**src/rtl/emb_pkg.sv**
```systemverilog
// Shared constants and carriers for the external memory bus configuration block
package emb_pkg;

  // Address layout
  localparam int ADDR_W = 24;
  localparam int REGION_LSB = 16;
  localparam int CODE_SPACE_BIT = 23;
  localparam int A16_BIT = 16;
  localparam int A17_BIT = 17;
  localparam int CNT_W = 6;

  // Strobe-map select encodings
  localparam logic [1:0] MAP_18BIT = 2'h0;
  localparam logic [1:0] MAP_17BIT = 2'h1;
  localparam logic [1:0] MAP_16BIT = 2'h2;
  localparam logic [1:0] MAP_SPLIT = 2'h3;

  // Regions and on-chip code window
  localparam logic [7:0] REGION_ONE = 8'h01;
  localparam logic [7:0] REGION_CODE_TOP = 8'hff;
  localparam logic [15:0] ONCHIP_CODE_LIMIT = 16'h4000;
  localparam logic [6:0] DATA_REGIONS_HI = 7'h00;

  // Timing: one oscillator period is the unit of bus timing
  localparam int CLK_PERIOD_NS = 20;
  localparam int OSCILLATOR_PERIOD_NS = 20;
  localparam int OSC_CYC_INT = (OSCILLATOR_PERIOD_NS + CLK_PERIOD_NS - 1) / CLK_PERIOD_NS;
  localparam logic [CNT_W-1:0] OSC_CYC = CNT_W'(OSC_CYC_INT < 1 ? 1 : OSC_CYC_INT);
  localparam logic [CNT_W-1:0] ALE_SHORT_OSC = 6'h01;
  localparam logic [CNT_W-1:0] ALE_LONG_OSC = 6'h03;
  localparam logic [CNT_W-1:0] STROBE_BASE_OSC = 6'h02;
  localparam logic [CNT_W-1:0] WAIT_OSC = 6'h02;
  localparam logic [2:0] MAX_WAITS = 3'h3;
  localparam logic [2:0] LEGACY_WAITS = 3'h1;

  // Latched configuration
  typedef struct packed {
    logic [1:0] strobe_map_select;
    logic [1:0] general_wait_field;
    logic [1:0] region_one_wait_field;
    logic legacy_region_one_wait;
    logic long_latch_pulse_n;
    logic external_code_select_n;
  } emb_cfg_s;

  // Safest values until straps are seen: widest map, most waits, long latch
  localparam emb_cfg_s CFG_RESET = '{2'h0, 2'h0, 2'h0, 1'b0, 1'b0, 1'b0};

  // One bus request from the core
  typedef struct packed {
    logic [ADDR_W-1:0] addr;
    logic write;
    logic [7:0] wdata;
  } emb_req_s;

  // Decoded handling of a request
  typedef struct packed {
    logic internal;
    logic prog_read;
    logic data_read;
    logic write_ok;
    logic a16;
    logic a17;
    logic [2:0] waits;
  } emb_dec_s;

endpackage : emb_pkg

```
**src/rtl/emb_bus_ctrl.sv**
```systemverilog
// Summary of operation
// - 24-bit internal address, narrower external bus
// - Map 00: eighteen bits, A16/A17 on shared pins
// - Map 01: seventeen bits, A17 pin freed
// - Map 01: program and write strobes everywhere
// - Map 10: sixteen bits, both shared pins freed
// - Map 11: code regions program strobe, data data-strobe
// - Map 11: writes only to regions 00/01
// - Each wait adds two oscillator periods
// - General wait field for non-01 regions
// - Region-one field sets waits for region 01
// - Legacy bit may add one region-01 wait
// - Long-latch bit cleared: three-period latch pulse
// - On-chip code window served internally
// - Legacy bit cleared adds one, set none
// - Map 11 strobe chosen by address bit 23
// - Maps 00-10: all reads program strobe, all writes
`timescale 1ns/1ps
`default_nettype none
module emb_bus_ctrl
  import emb_pkg::*;
(
  input wire logic i_clk,
  input wire logic i_rst_b,
  // Configuration straps, asynchronous to i_clk
  input wire emb_pkg::emb_cfg_s i_strap,
  // Core request side, same clock
  input wire logic i_req_valid,
  input wire emb_pkg::emb_req_s i_req,
  output logic o_busy,
  output logic o_done,
  output logic o_internal_hit,
  output logic o_write_blocked,
  output logic [7:0] o_rdata,
  // Port values for shared pins when they act as port bits
  input wire logic i_port_a16_value,
  input wire logic i_port_a17_value,
  // External bus pins
  output logic o_ale,
  output logic [7:0] o_addr_hi,
  input wire logic [7:0] i_ext_data,
  output logic [7:0] o_ext_data,
  output logic o_ext_data_oe,
  output logic o_program_read_strobe_n,
  output logic o_write_strobe_n,
  output logic o_shared_read_a16_pin,
  output logic o_shared_a17_pin,
  output logic o_a16_pin_is_port,
  output logic o_a17_pin_is_port,
  // Frozen configuration for the rest of the chip
  output emb_pkg::emb_cfg_s o_cfg
);

  // Sequencer states; the fourth code is unused
  typedef enum logic [1:0] {
    ST_IDLE,
    ST_LATCH,
    ST_STROBE
  } emb_state_e;

  // Configuration path and decode result
  emb_cfg_s strap_sync;
  emb_cfg_s cfg;
  emb_cfg_s next_cfg;
  emb_dec_s dec;
  emb_dec_s cur;
  emb_dec_s next_cur;
  emb_req_s req;
  emb_req_s next_req;

  // Sequencer state and cycle counter
  emb_state_e state;
  emb_state_e next_state;
  logic [CNT_W-1:0] cnt;
  logic [CNT_W-1:0] next_cnt;
  logic [CNT_W-1:0] ale_cyc;
  logic [CNT_W-1:0] strobe_cyc;
  logic take;

  // Next values of the registered outputs
  logic next_busy;
  logic next_done;
  logic next_internal_hit;
  logic next_write_blocked;
  logic [7:0] next_rdata;
  logic next_ale;
  logic [7:0] next_addr_hi;
  logic [7:0] next_ext_data;
  logic next_ext_data_oe;
  logic next_prog_n;
  logic next_write_n;
  logic next_a16_pin;
  logic next_a17_pin;
  logic next_a16_is_port;
  logic next_a17_is_port;

  // Straps come from pins, so they pass the three-stage filter
  // Limitation: straps must be steady five cycles before reset ends
  emb_sync #(
    .W($bits(emb_cfg_s))
  ) u_strap_sync (
    .i_clk(i_clk),
    .i_async(i_strap),
    .o_sync(strap_sync)
  );

  // Decode uses the frozen configuration and the incoming request
  // Its result is kept in cur when the request is taken
  emb_decode u_decode (
    .i_cfg(cfg),
    .i_req(i_req),
    .o_dec(dec)
  );

  // Configuration follows the straps only while reset is held
  always_comb begin
    // Straps that change after reset are ignored until the next reset
    next_cfg = i_rst_b ? cfg : strap_sync;
  end

  // No reset term: capture must run while reset is held
  always_ff @(posedge i_clk) begin
    cfg <= next_cfg;
  end

  // Phase lengths in clock cycles for the latched settings
  // Counts are loaded minus one, so a phase of n cycles ends on zero
  always_comb begin
    ale_cyc = (cfg.long_latch_pulse_n ? ALE_SHORT_OSC : ALE_LONG_OSC) * OSC_CYC;
    strobe_cyc = (STROBE_BASE_OSC + WAIT_OSC * CNT_W'(cur.waits)) * OSC_CYC;
  end

  // Only idle takes a request; a busy core keeps i_req_valid up
  assign take = (state == ST_IDLE) && i_req_valid;

  // Bus cycle sequencer: latch phase, strobe phase, back to idle
  always_comb begin
    // Pulses clear by default; request context holds for the pins
    next_state = state;
    next_cnt = cnt;
    next_req = req;
    next_cur = cur;
    next_done = 1'b0;
    next_internal_hit = 1'b0;
    next_write_blocked = 1'b0;
    next_rdata = o_rdata;
    // Back to back: idle in the done cycle, so the next take follows at once
    unique case (state)
      ST_IDLE: begin
        if (take) begin
          // Request and its decode are captured together
          next_req = i_req;
          next_cur = dec;
          if (dec.internal) begin
            // On-chip code: no external cycle at all
            next_internal_hit = 1'b1;
            next_done = 1'b1;
          end else begin
            // External cycle opens with the address latch phase
            next_state = ST_LATCH;
            next_cnt = ale_cyc - 6'h01;
          end
        end
      end
      ST_LATCH: begin
        // Hold the latch pulse for its configured length
        if (cnt == '0) begin
          next_state = ST_STROBE;
          next_cnt = strobe_cyc - 6'h01;
        end else begin
          next_cnt = cnt - 6'h01;
        end
      end
      ST_STROBE: begin
        if (cnt == '0) begin
          next_state = ST_IDLE;
          next_done = 1'b1;
          // Write outside the data regions runs the cycle but stays silent
          next_write_blocked = req.write && !cur.write_ok;
          // Read data taken on the last strobe cycle, strobe still low
          if (!req.write) begin
            next_rdata = i_ext_data;
          end
        end else begin
          next_cnt = cnt - 6'h01;
        end
      end
      default: begin
        // Unused state code: fall back to idle rather than hang
        next_state = ST_IDLE;
      end
    endcase
  end

  // Pin levels for the cycle that the next state describes
  always_comb begin
    // Defaults: strobes off, bus released, shared pins hold
    next_busy = (next_state != ST_IDLE);
    next_ale = (next_state == ST_LATCH);
    next_addr_hi = o_addr_hi;
    next_ext_data = o_ext_data;
    next_ext_data_oe = 1'b0;
    next_prog_n = 1'b1;
    next_write_n = 1'b1;
    next_a16_pin = o_shared_read_a16_pin;
    // Pin roles follow the frozen map only
    next_a16_is_port = (cfg.strobe_map_select == MAP_16BIT);
    next_a17_is_port = (cfg.strobe_map_select != MAP_18BIT);
    // High address byte stays on its pins between cycles
    if (next_state != ST_IDLE) begin
      next_addr_hi = next_req.addr[15:8];
    end
    if (next_state == ST_LATCH) begin
      // Low address multiplexed on the data port while the latch pulse is high
      next_ext_data = next_req.addr[7:0];
      next_ext_data_oe = 1'b1;
    end else if (next_state == ST_STROBE) begin
      if (next_req.write) begin
        next_ext_data = next_req.wdata;
        next_ext_data_oe = 1'b1;
        next_write_n = !next_cur.write_ok;
      end else begin
        next_prog_n = !next_cur.prog_read;
      end
    end
    // Shared read/A16 pin role
    unique case (cfg.strobe_map_select)
      MAP_18BIT, MAP_17BIT: begin
        // Address bit 16, held between cycles
        next_a16_pin = (next_state != ST_IDLE) ? next_cur.a16 : o_shared_read_a16_pin;
      end
      MAP_16BIT: begin
        // Plain port bit, no bus role
        next_a16_pin = i_port_a16_value;
      end
      MAP_SPLIT: begin
        // Data-read strobe, active low
        next_a16_pin = !((next_state == ST_STROBE) && !next_req.write &&
                         next_cur.data_read);
      end
    endcase
    // Shared A17 pin carries address only for the widest map
    if (cfg.strobe_map_select == MAP_18BIT) begin
      next_a17_pin = (next_state != ST_IDLE) ? next_cur.a17 : o_shared_a17_pin;
    end else begin
      next_a17_pin = i_port_a17_value;
    end
  end

  // Sequencer and pin registers
  always_ff @(posedge i_clk) begin
    if (!i_rst_b) begin
      // Strobes idle high and the bus released while reset is held
      state <= ST_IDLE;
      cnt <= '0;
      req <= '0;
      cur <= '0;
      o_busy <= 1'b0;
      o_done <= 1'b0;
      o_internal_hit <= 1'b0;
      o_write_blocked <= 1'b0;
      o_rdata <= 8'h00;
      o_ale <= 1'b0;
      o_addr_hi <= 8'h00;
      o_ext_data <= 8'h00;
      o_ext_data_oe <= 1'b0;
      o_program_read_strobe_n <= 1'b1;
      o_write_strobe_n <= 1'b1;
      o_shared_read_a16_pin <= 1'b1;
      o_shared_a17_pin <= 1'b0;
      o_a16_pin_is_port <= 1'b0;
      o_a17_pin_is_port <= 1'b0;
      o_cfg <= CFG_RESET;
    end else begin
      // Every output straight from a register
      state <= next_state;
      cnt <= next_cnt;
      req <= next_req;
      cur <= next_cur;
      o_busy <= next_busy;
      o_done <= next_done;
      o_internal_hit <= next_internal_hit;
      o_write_blocked <= next_write_blocked;
      o_rdata <= next_rdata;
      o_ale <= next_ale;
      o_addr_hi <= next_addr_hi;
      o_ext_data <= next_ext_data;
      o_ext_data_oe <= next_ext_data_oe;
      o_program_read_strobe_n <= next_prog_n;
      o_write_strobe_n <= next_write_n;
      o_shared_read_a16_pin <= next_a16_pin;
      o_shared_a17_pin <= next_a17_pin;
      o_a16_pin_is_port <= next_a16_is_port;
      o_a17_pin_is_port <= next_a17_is_port;
      o_cfg <= cfg;
    end
  end

endmodule : emb_bus_ctrl
`default_nettype wire

```
**src/rtl/emb_decode.sv**
```systemverilog
`timescale 1ns/1ps
`default_nettype none
module emb_decode (
  input wire emb_pkg::emb_cfg_s i_cfg,
  input wire emb_pkg::emb_req_s i_req,
  output emb_pkg::emb_dec_s o_dec
);
  import emb_pkg::*;

  logic [7:0] region;
  logic is_region_one;

  assign region = i_req.addr[ADDR_W-1:REGION_LSB];
  assign is_region_one = (region == REGION_ONE);

  // Region, strobe and wait decode for one request
  always_comb begin
    o_dec = '0;
    // On-chip code window when external code is not forced
    o_dec.internal = i_cfg.external_code_select_n && (region == REGION_CODE_TOP) &&
                     (i_req.addr[15:0] < ONCHIP_CODE_LIMIT);
    if (i_cfg.strobe_map_select == MAP_SPLIT) begin
      // Code space on program strobe, data space on data strobe
      o_dec.prog_read = i_req.addr[CODE_SPACE_BIT];
      o_dec.data_read = !i_req.addr[CODE_SPACE_BIT];
      o_dec.write_ok = (i_req.addr[ADDR_W-1:A17_BIT] == DATA_REGIONS_HI);
    end else begin
      o_dec.prog_read = 1'b1;
      o_dec.data_read = 1'b0;
      o_dec.write_ok = 1'b1;
    end
    // Upper address bits; unused ones alias away
    o_dec.a16 = i_req.addr[A16_BIT];
    o_dec.a17 = i_req.addr[A17_BIT];
    // Field encoding is inverted: 00 gives most waits
    if (is_region_one) begin
      o_dec.waits = MAX_WAITS - {1'b0, i_cfg.region_one_wait_field};
      if (!i_cfg.legacy_region_one_wait) begin
        o_dec.waits = o_dec.waits + LEGACY_WAITS;
      end
    end else begin
      o_dec.waits = MAX_WAITS - {1'b0, i_cfg.general_wait_field};
    end
  end
endmodule : emb_decode
`default_nettype wire

```
**src/rtl/emb_sync.sv**
```systemverilog
`timescale 1ns/1ps
`default_nettype none
module emb_sync #(
  parameter int W = 1
) (
  input wire logic i_clk,
  input wire logic [W-1:0] i_async,
  output logic [W-1:0] o_sync
);
  import emb_pkg::*;

  logic [W-1:0] stage1;
  logic [W-1:0] stage2;
  logic [W-1:0] stage3;
  logic [W-1:0] next_sync;

  // Accept a change only when the second and third stages agree
  always_comb begin
    next_sync = (stage2 == stage3) ? stage3 : o_sync;
  end

  // No reset: the straps must be sampled while reset is held
  always_ff @(posedge i_clk) begin
    stage1 <= i_async;
    stage2 <= stage1;
    stage3 <= stage2;
    o_sync <= next_sync;
  end
endmodule : emb_sync
`default_nettype wire

```
**config.mk**
```make
export PLATFORM = sky130hd
export DESIGN_NAME = emb_bus_ctrl
export DESIGN_NICKNAME = d
export VERILOG_FILES = /design/src/rtl/emb_pkg.sv /design/src/rtl/emb_bus_ctrl.sv /design/src/rtl/emb_decode.sv /design/src/rtl/emb_sync.sv
export SDC_FILE = /design/constraint.sdc
export NUM_CORES = 1
export LEC_CHECK = 0
export ABC_AREA = 1
export ABC_CLOCK_PERIOD_IN_PS = 2540
export BUFFER_PORTS_ARGS = -buffer_cell sky130_fd_sc_hd__buf_2
export CAP_MARGIN = 20
export CORE_MARGIN = 3
export CORE_UTILIZATION = 49
export DETAILED_ROUTE_END_ITERATION = 12
export MAX_ROUTING_LAYER = met4
export PLACE_DENSITY = 0.76
export REMOVE_ABC_BUFFERS = 1
export SLEW_MARGIN = 20
export SYNTH_ARGS = -nofsm -noshare
export SYNTH_HDL_FRONTEND = slang
export SYNTH_SLANG_ARGS = --single-unit
export TNS_END_PERCENT = 10
```
**constraint.sdc**
```tcl
create_clock -name i_clk -period 2.54 [get_ports i_clk]
set_clock_uncertainty 0.15 [all_clocks]
set_input_delay 0.127 -clock i_clk [delete_from_list [all_inputs] [get_ports i_clk]]
set_output_delay 0.127 -clock i_clk [all_outputs]
set_load 0.02 [all_outputs]
```
==> metrics <==
first-pass GRT wire length=18600 um; Final setup viols=0; Slowest Stage Delay on Critical Path=590 ps; Main synth FF type=dfxtp_1; Die ar.=11100 um2; count of pins over their slew limit=0; clk buf depth=2; sequential-to-total area share from yosys stat=0.579; Peak supply drop=0.000470 V; Max-cap violations=0; Yosys top cell by area=dfxtp_1; die width=105 um; fraction of registers with async set/reset=0; Final period util=0.925; number of enable flip-flop cells after synthesis=18; DR vias=4083; initial DRC count=199; Fillers=675; Core ar.=9420 um2; Final #Nets=774; FF/Latch Area=2800 um2; clock network fraction of total power=0.351; post-route ant nets=0; postcts setup bufs=0; Synth Instances=535; vias per cell=4.80; hold depth=4; CP Buf/Inv Count=3; YS warnings=0; Max Freq=0.425 GHz; IO Port Bufs=99; half-perimeter wire length after placement=7350 um; CTS tree=built; WL/cell=13.2 um; DRT Wirelength=11300 um; leakage=3.20 nW; crit-path cells=inv_1, ha_1, nand2_4, buf_6, mux2i_1, nor2_1, dlygate4sd3_1; Clock Latency Late Sink=520 ps; Setup CP Type=flip-flop to flip-flop; Worst Hold Class=input pin to flip-flop; 1st-pass router iterations=4; crit start category=flip-flop; max_slew headroom=0.535; CTS clk-pin slew, worst paths=60 ps; multi-input logic area=1740 um2; Syn-to-layout area delta=37.9%; WP depth=7; RSZ-0062 raised after global routing=no; gpl congestion=0.863; Placed Instances=758; Hold Startpoint=i_req_valid; Avg Cell Area, Syn=9.05 um2; status=completed; initial antenna violation count=0; # IOs=100; # H-tree levels=4; Post-route DRC=0; sequential share of power=0.390; Yosys cell types=35; share of cells above drive strength 1=0.241; synth top area cells=dfxtp_1 (47%), edfxtp_1 (11%), nor2_1 (7.8%); grt total ovfl=0; Final Non-Filler Cells=851; num rows=35; pin count of the biggest net entering global routing=40; CP arrival=2600 ps; Cell Area, Synth=4840 um2; Hold EP=o_program_read_strobe_n$_SDFF_PP1_; Slew @ Worst Pin=689 ps; total CTS buffers=17; logic gate share of total power=0.259; root buffer cell=clkbuf_8; CTS sink cnt=131; Die Y=105 um; Power Density=956 nW/um2; final setup TNS=0 ps; post-route minimum period=2350 ps; All-Layer GR Usage=0.216; R2R Path Start=state[1]$_SDFF_PN0_; CP max FO=18; P_int=4.26 mW; switch share=0.332; number of global-route vias before repair=4083; Worst R2R End=req[22]$_SDFF_PN0_; Yosys top cell area share=0.467; Synth Register Bits=131; Initial Util=0.514; Slowest-stage cell, CP=dlygate4sd3_1; cell family with most CP delay=buffers and inverters; net load switching power=2.12 mW; Hold Vio Cnt, Final=0; critical path required time=2790 ps; R2R cell count=7; Reg2Reg Setup Slack=190 ps; CP endpoint kind=flip-flop; number of diodes=0
worst max-delay path by stage:
stage                                             to                start  slack [ps]
after global placement     o_addr_hi[4]$_SDFFE_PN0P_  state[0]$_SDFF_PN0_         240
final                             req[22]$_SDFF_PN0_  state[1]$_SDFF_PN0_         190
after detailed placement   o_addr_hi[1]$_SDFFE_PN0P_  state[0]$_SDFF_PN0_         140
after global routing      o_ext_data[2]$_SDFFE_PN0P_  state[0]$_SDFF_PN0_          30
after floorplan           o_ext_data[0]$_SDFFE_PN0P_  state[0]$_SDFF_PN0_         150
after CTS                         req[17]$_SDFF_PN0_  state[0]$_SDFF_PN0_          40
per-stage QoR:
stage	instance area (um2)	utilization	power, mW	setup WS, ps	hold WS [ps]
2_1_floorplan	4750	-	3.54	145	4.72
3_3_place_gp	5500	0.584	4.01	235	79.0
3_5_place_dp	5500	0.584	4.06	140	80.6
4_1_cts	6660	0.708	6.38	40.5	7.01
5_1_grt	6680	0.709	6.69	25.5	73.1
6_report	6680	0.709	6.39	189	23.6
layer usage:
metal,part of all wire,track usage,vias up
li1,-,-,2063
met2,0.52,0.382,119
met3,0.048,0.0490,26
met5,0,-,-
met4,0.027,0.0918,0
met1,0.40,0.233,1875
cells by family (layout without fill, tap and decap cells):
group | after synthesis | after routing | share of synthesized area
and+or+nand+nor | 227 | 227 | 0.200
DFF | 131 | 131 | 0.579
buffers and inverters | 75 | 262 | 0.0644
AOI/OAI and AO/OA | 67 | 67 | 0.0817
muxes | 16 | 16 | 0.0331
adders and majority gates | 10 | 10 | 0.0258
xor gates and xnor gates | 9 | 9 | 0.0163
area by class of cell:
cell class | instances | share of cell area
inverter | 59 | 0.0332
clock buffer | 17 | 0.0620
sequential | 131 | 0.420
clock inverter | 15 | 0.0202
tap | 129 | 0.0242
timing repair buffer | 171 | 0.180
multi-input combinational | 329 | 0.260
power groups by stage:
| stage | clock [mW] | combinational [mW] | sequential (mW) |
|---|---|---|---|
| 2_1_floorplan | 0 | 0.850 | 2.69 |
| 3_3_place_gp | 0 | 1.49 | 2.52 |
| 3_5_place_dp | 0 | 1.53 | 2.53 |
| 4_1_cts | 2.28 | 1.62 | 2.49 |
| 5_1_grt | 2.36 | 1.82 | 2.52 |
| 6_report | 2.24 | 1.65 | 2.49 |
worst min-delay path, cell delays in order:
cell     delay, ps
buf_2          140
nand2_4        180
o21ai_2        120
nand3_1         90
timing repair:
| item | CTS | global route |
|---|---|---|
| endpoints found under the setup margin | 0 | 25 |
| resized for setup | 0 | 6 |
| hold endpoints to repair | 72 | 0 |
| hold buffers | 61 | 0 |
state kept, by name (all words and copies together), names as in the netlist, 2 cells and up:
name                 cells
u_strap_sync.stage2      9
o_rdata                  8
u_strap_sync.o_sync      9
state                    2
cfg                      9
req                     25
cur                      8
cnt                      6
u_strap_sync.stage1      9
o_addr_hi                8
o_ext_data               8
o_cfg                    9
u_strap_sync.stage3      9
cell usage after synthesis (2+ instances only):
master,n
xor2_1,4
xnor2_1,5
ha_1,10
buf_6,2
nor2_2,2
nand3_1,14
nand4_1,6
nor3_1,4
nand2_2,3
or2_1,8
o211ai_2,2
o211ai_1,8
nor2_1,100
clkbuf_1,7
dfxtp_1,113
o21ai_1,16
o21bai_1,2
o21ai_0,26
edfxtp_1,18
or2_2,10
inv_1,52
inv_2,7
nand2_1,77
buf_1,3
a21oi_1,9
mux2i_1,16
buf_2,3
cell usage in the layout (no fill, tap or decap), types with 2 or more instances in the layout:
master	count
inv_2	8
clkbuf_16	16
xor2_1	4
inv_6	6
edfxtp_1	18
nand2_1	77
or2_1	8
xnor2_1	5
buf_2	99
nand3_1	14
o211ai_1	8
buf_4	9
clkinv_4	2
or2_2	10
dlygate4sd3_1	61
nor2_2	3
clkinvlp_4	2
nand2_2	2
nor2_1	99
inv_8	4
dfxtp_1	112
a21oi_1	9
o211ai_2	2
ha_1	9
mux2i_1	16
o21ai_1	16
o21bai_1	2
inv_1	51
o21ai_0	26
nor3_1	4
nand4_1	6
Power figures use the tool's default switching activity.
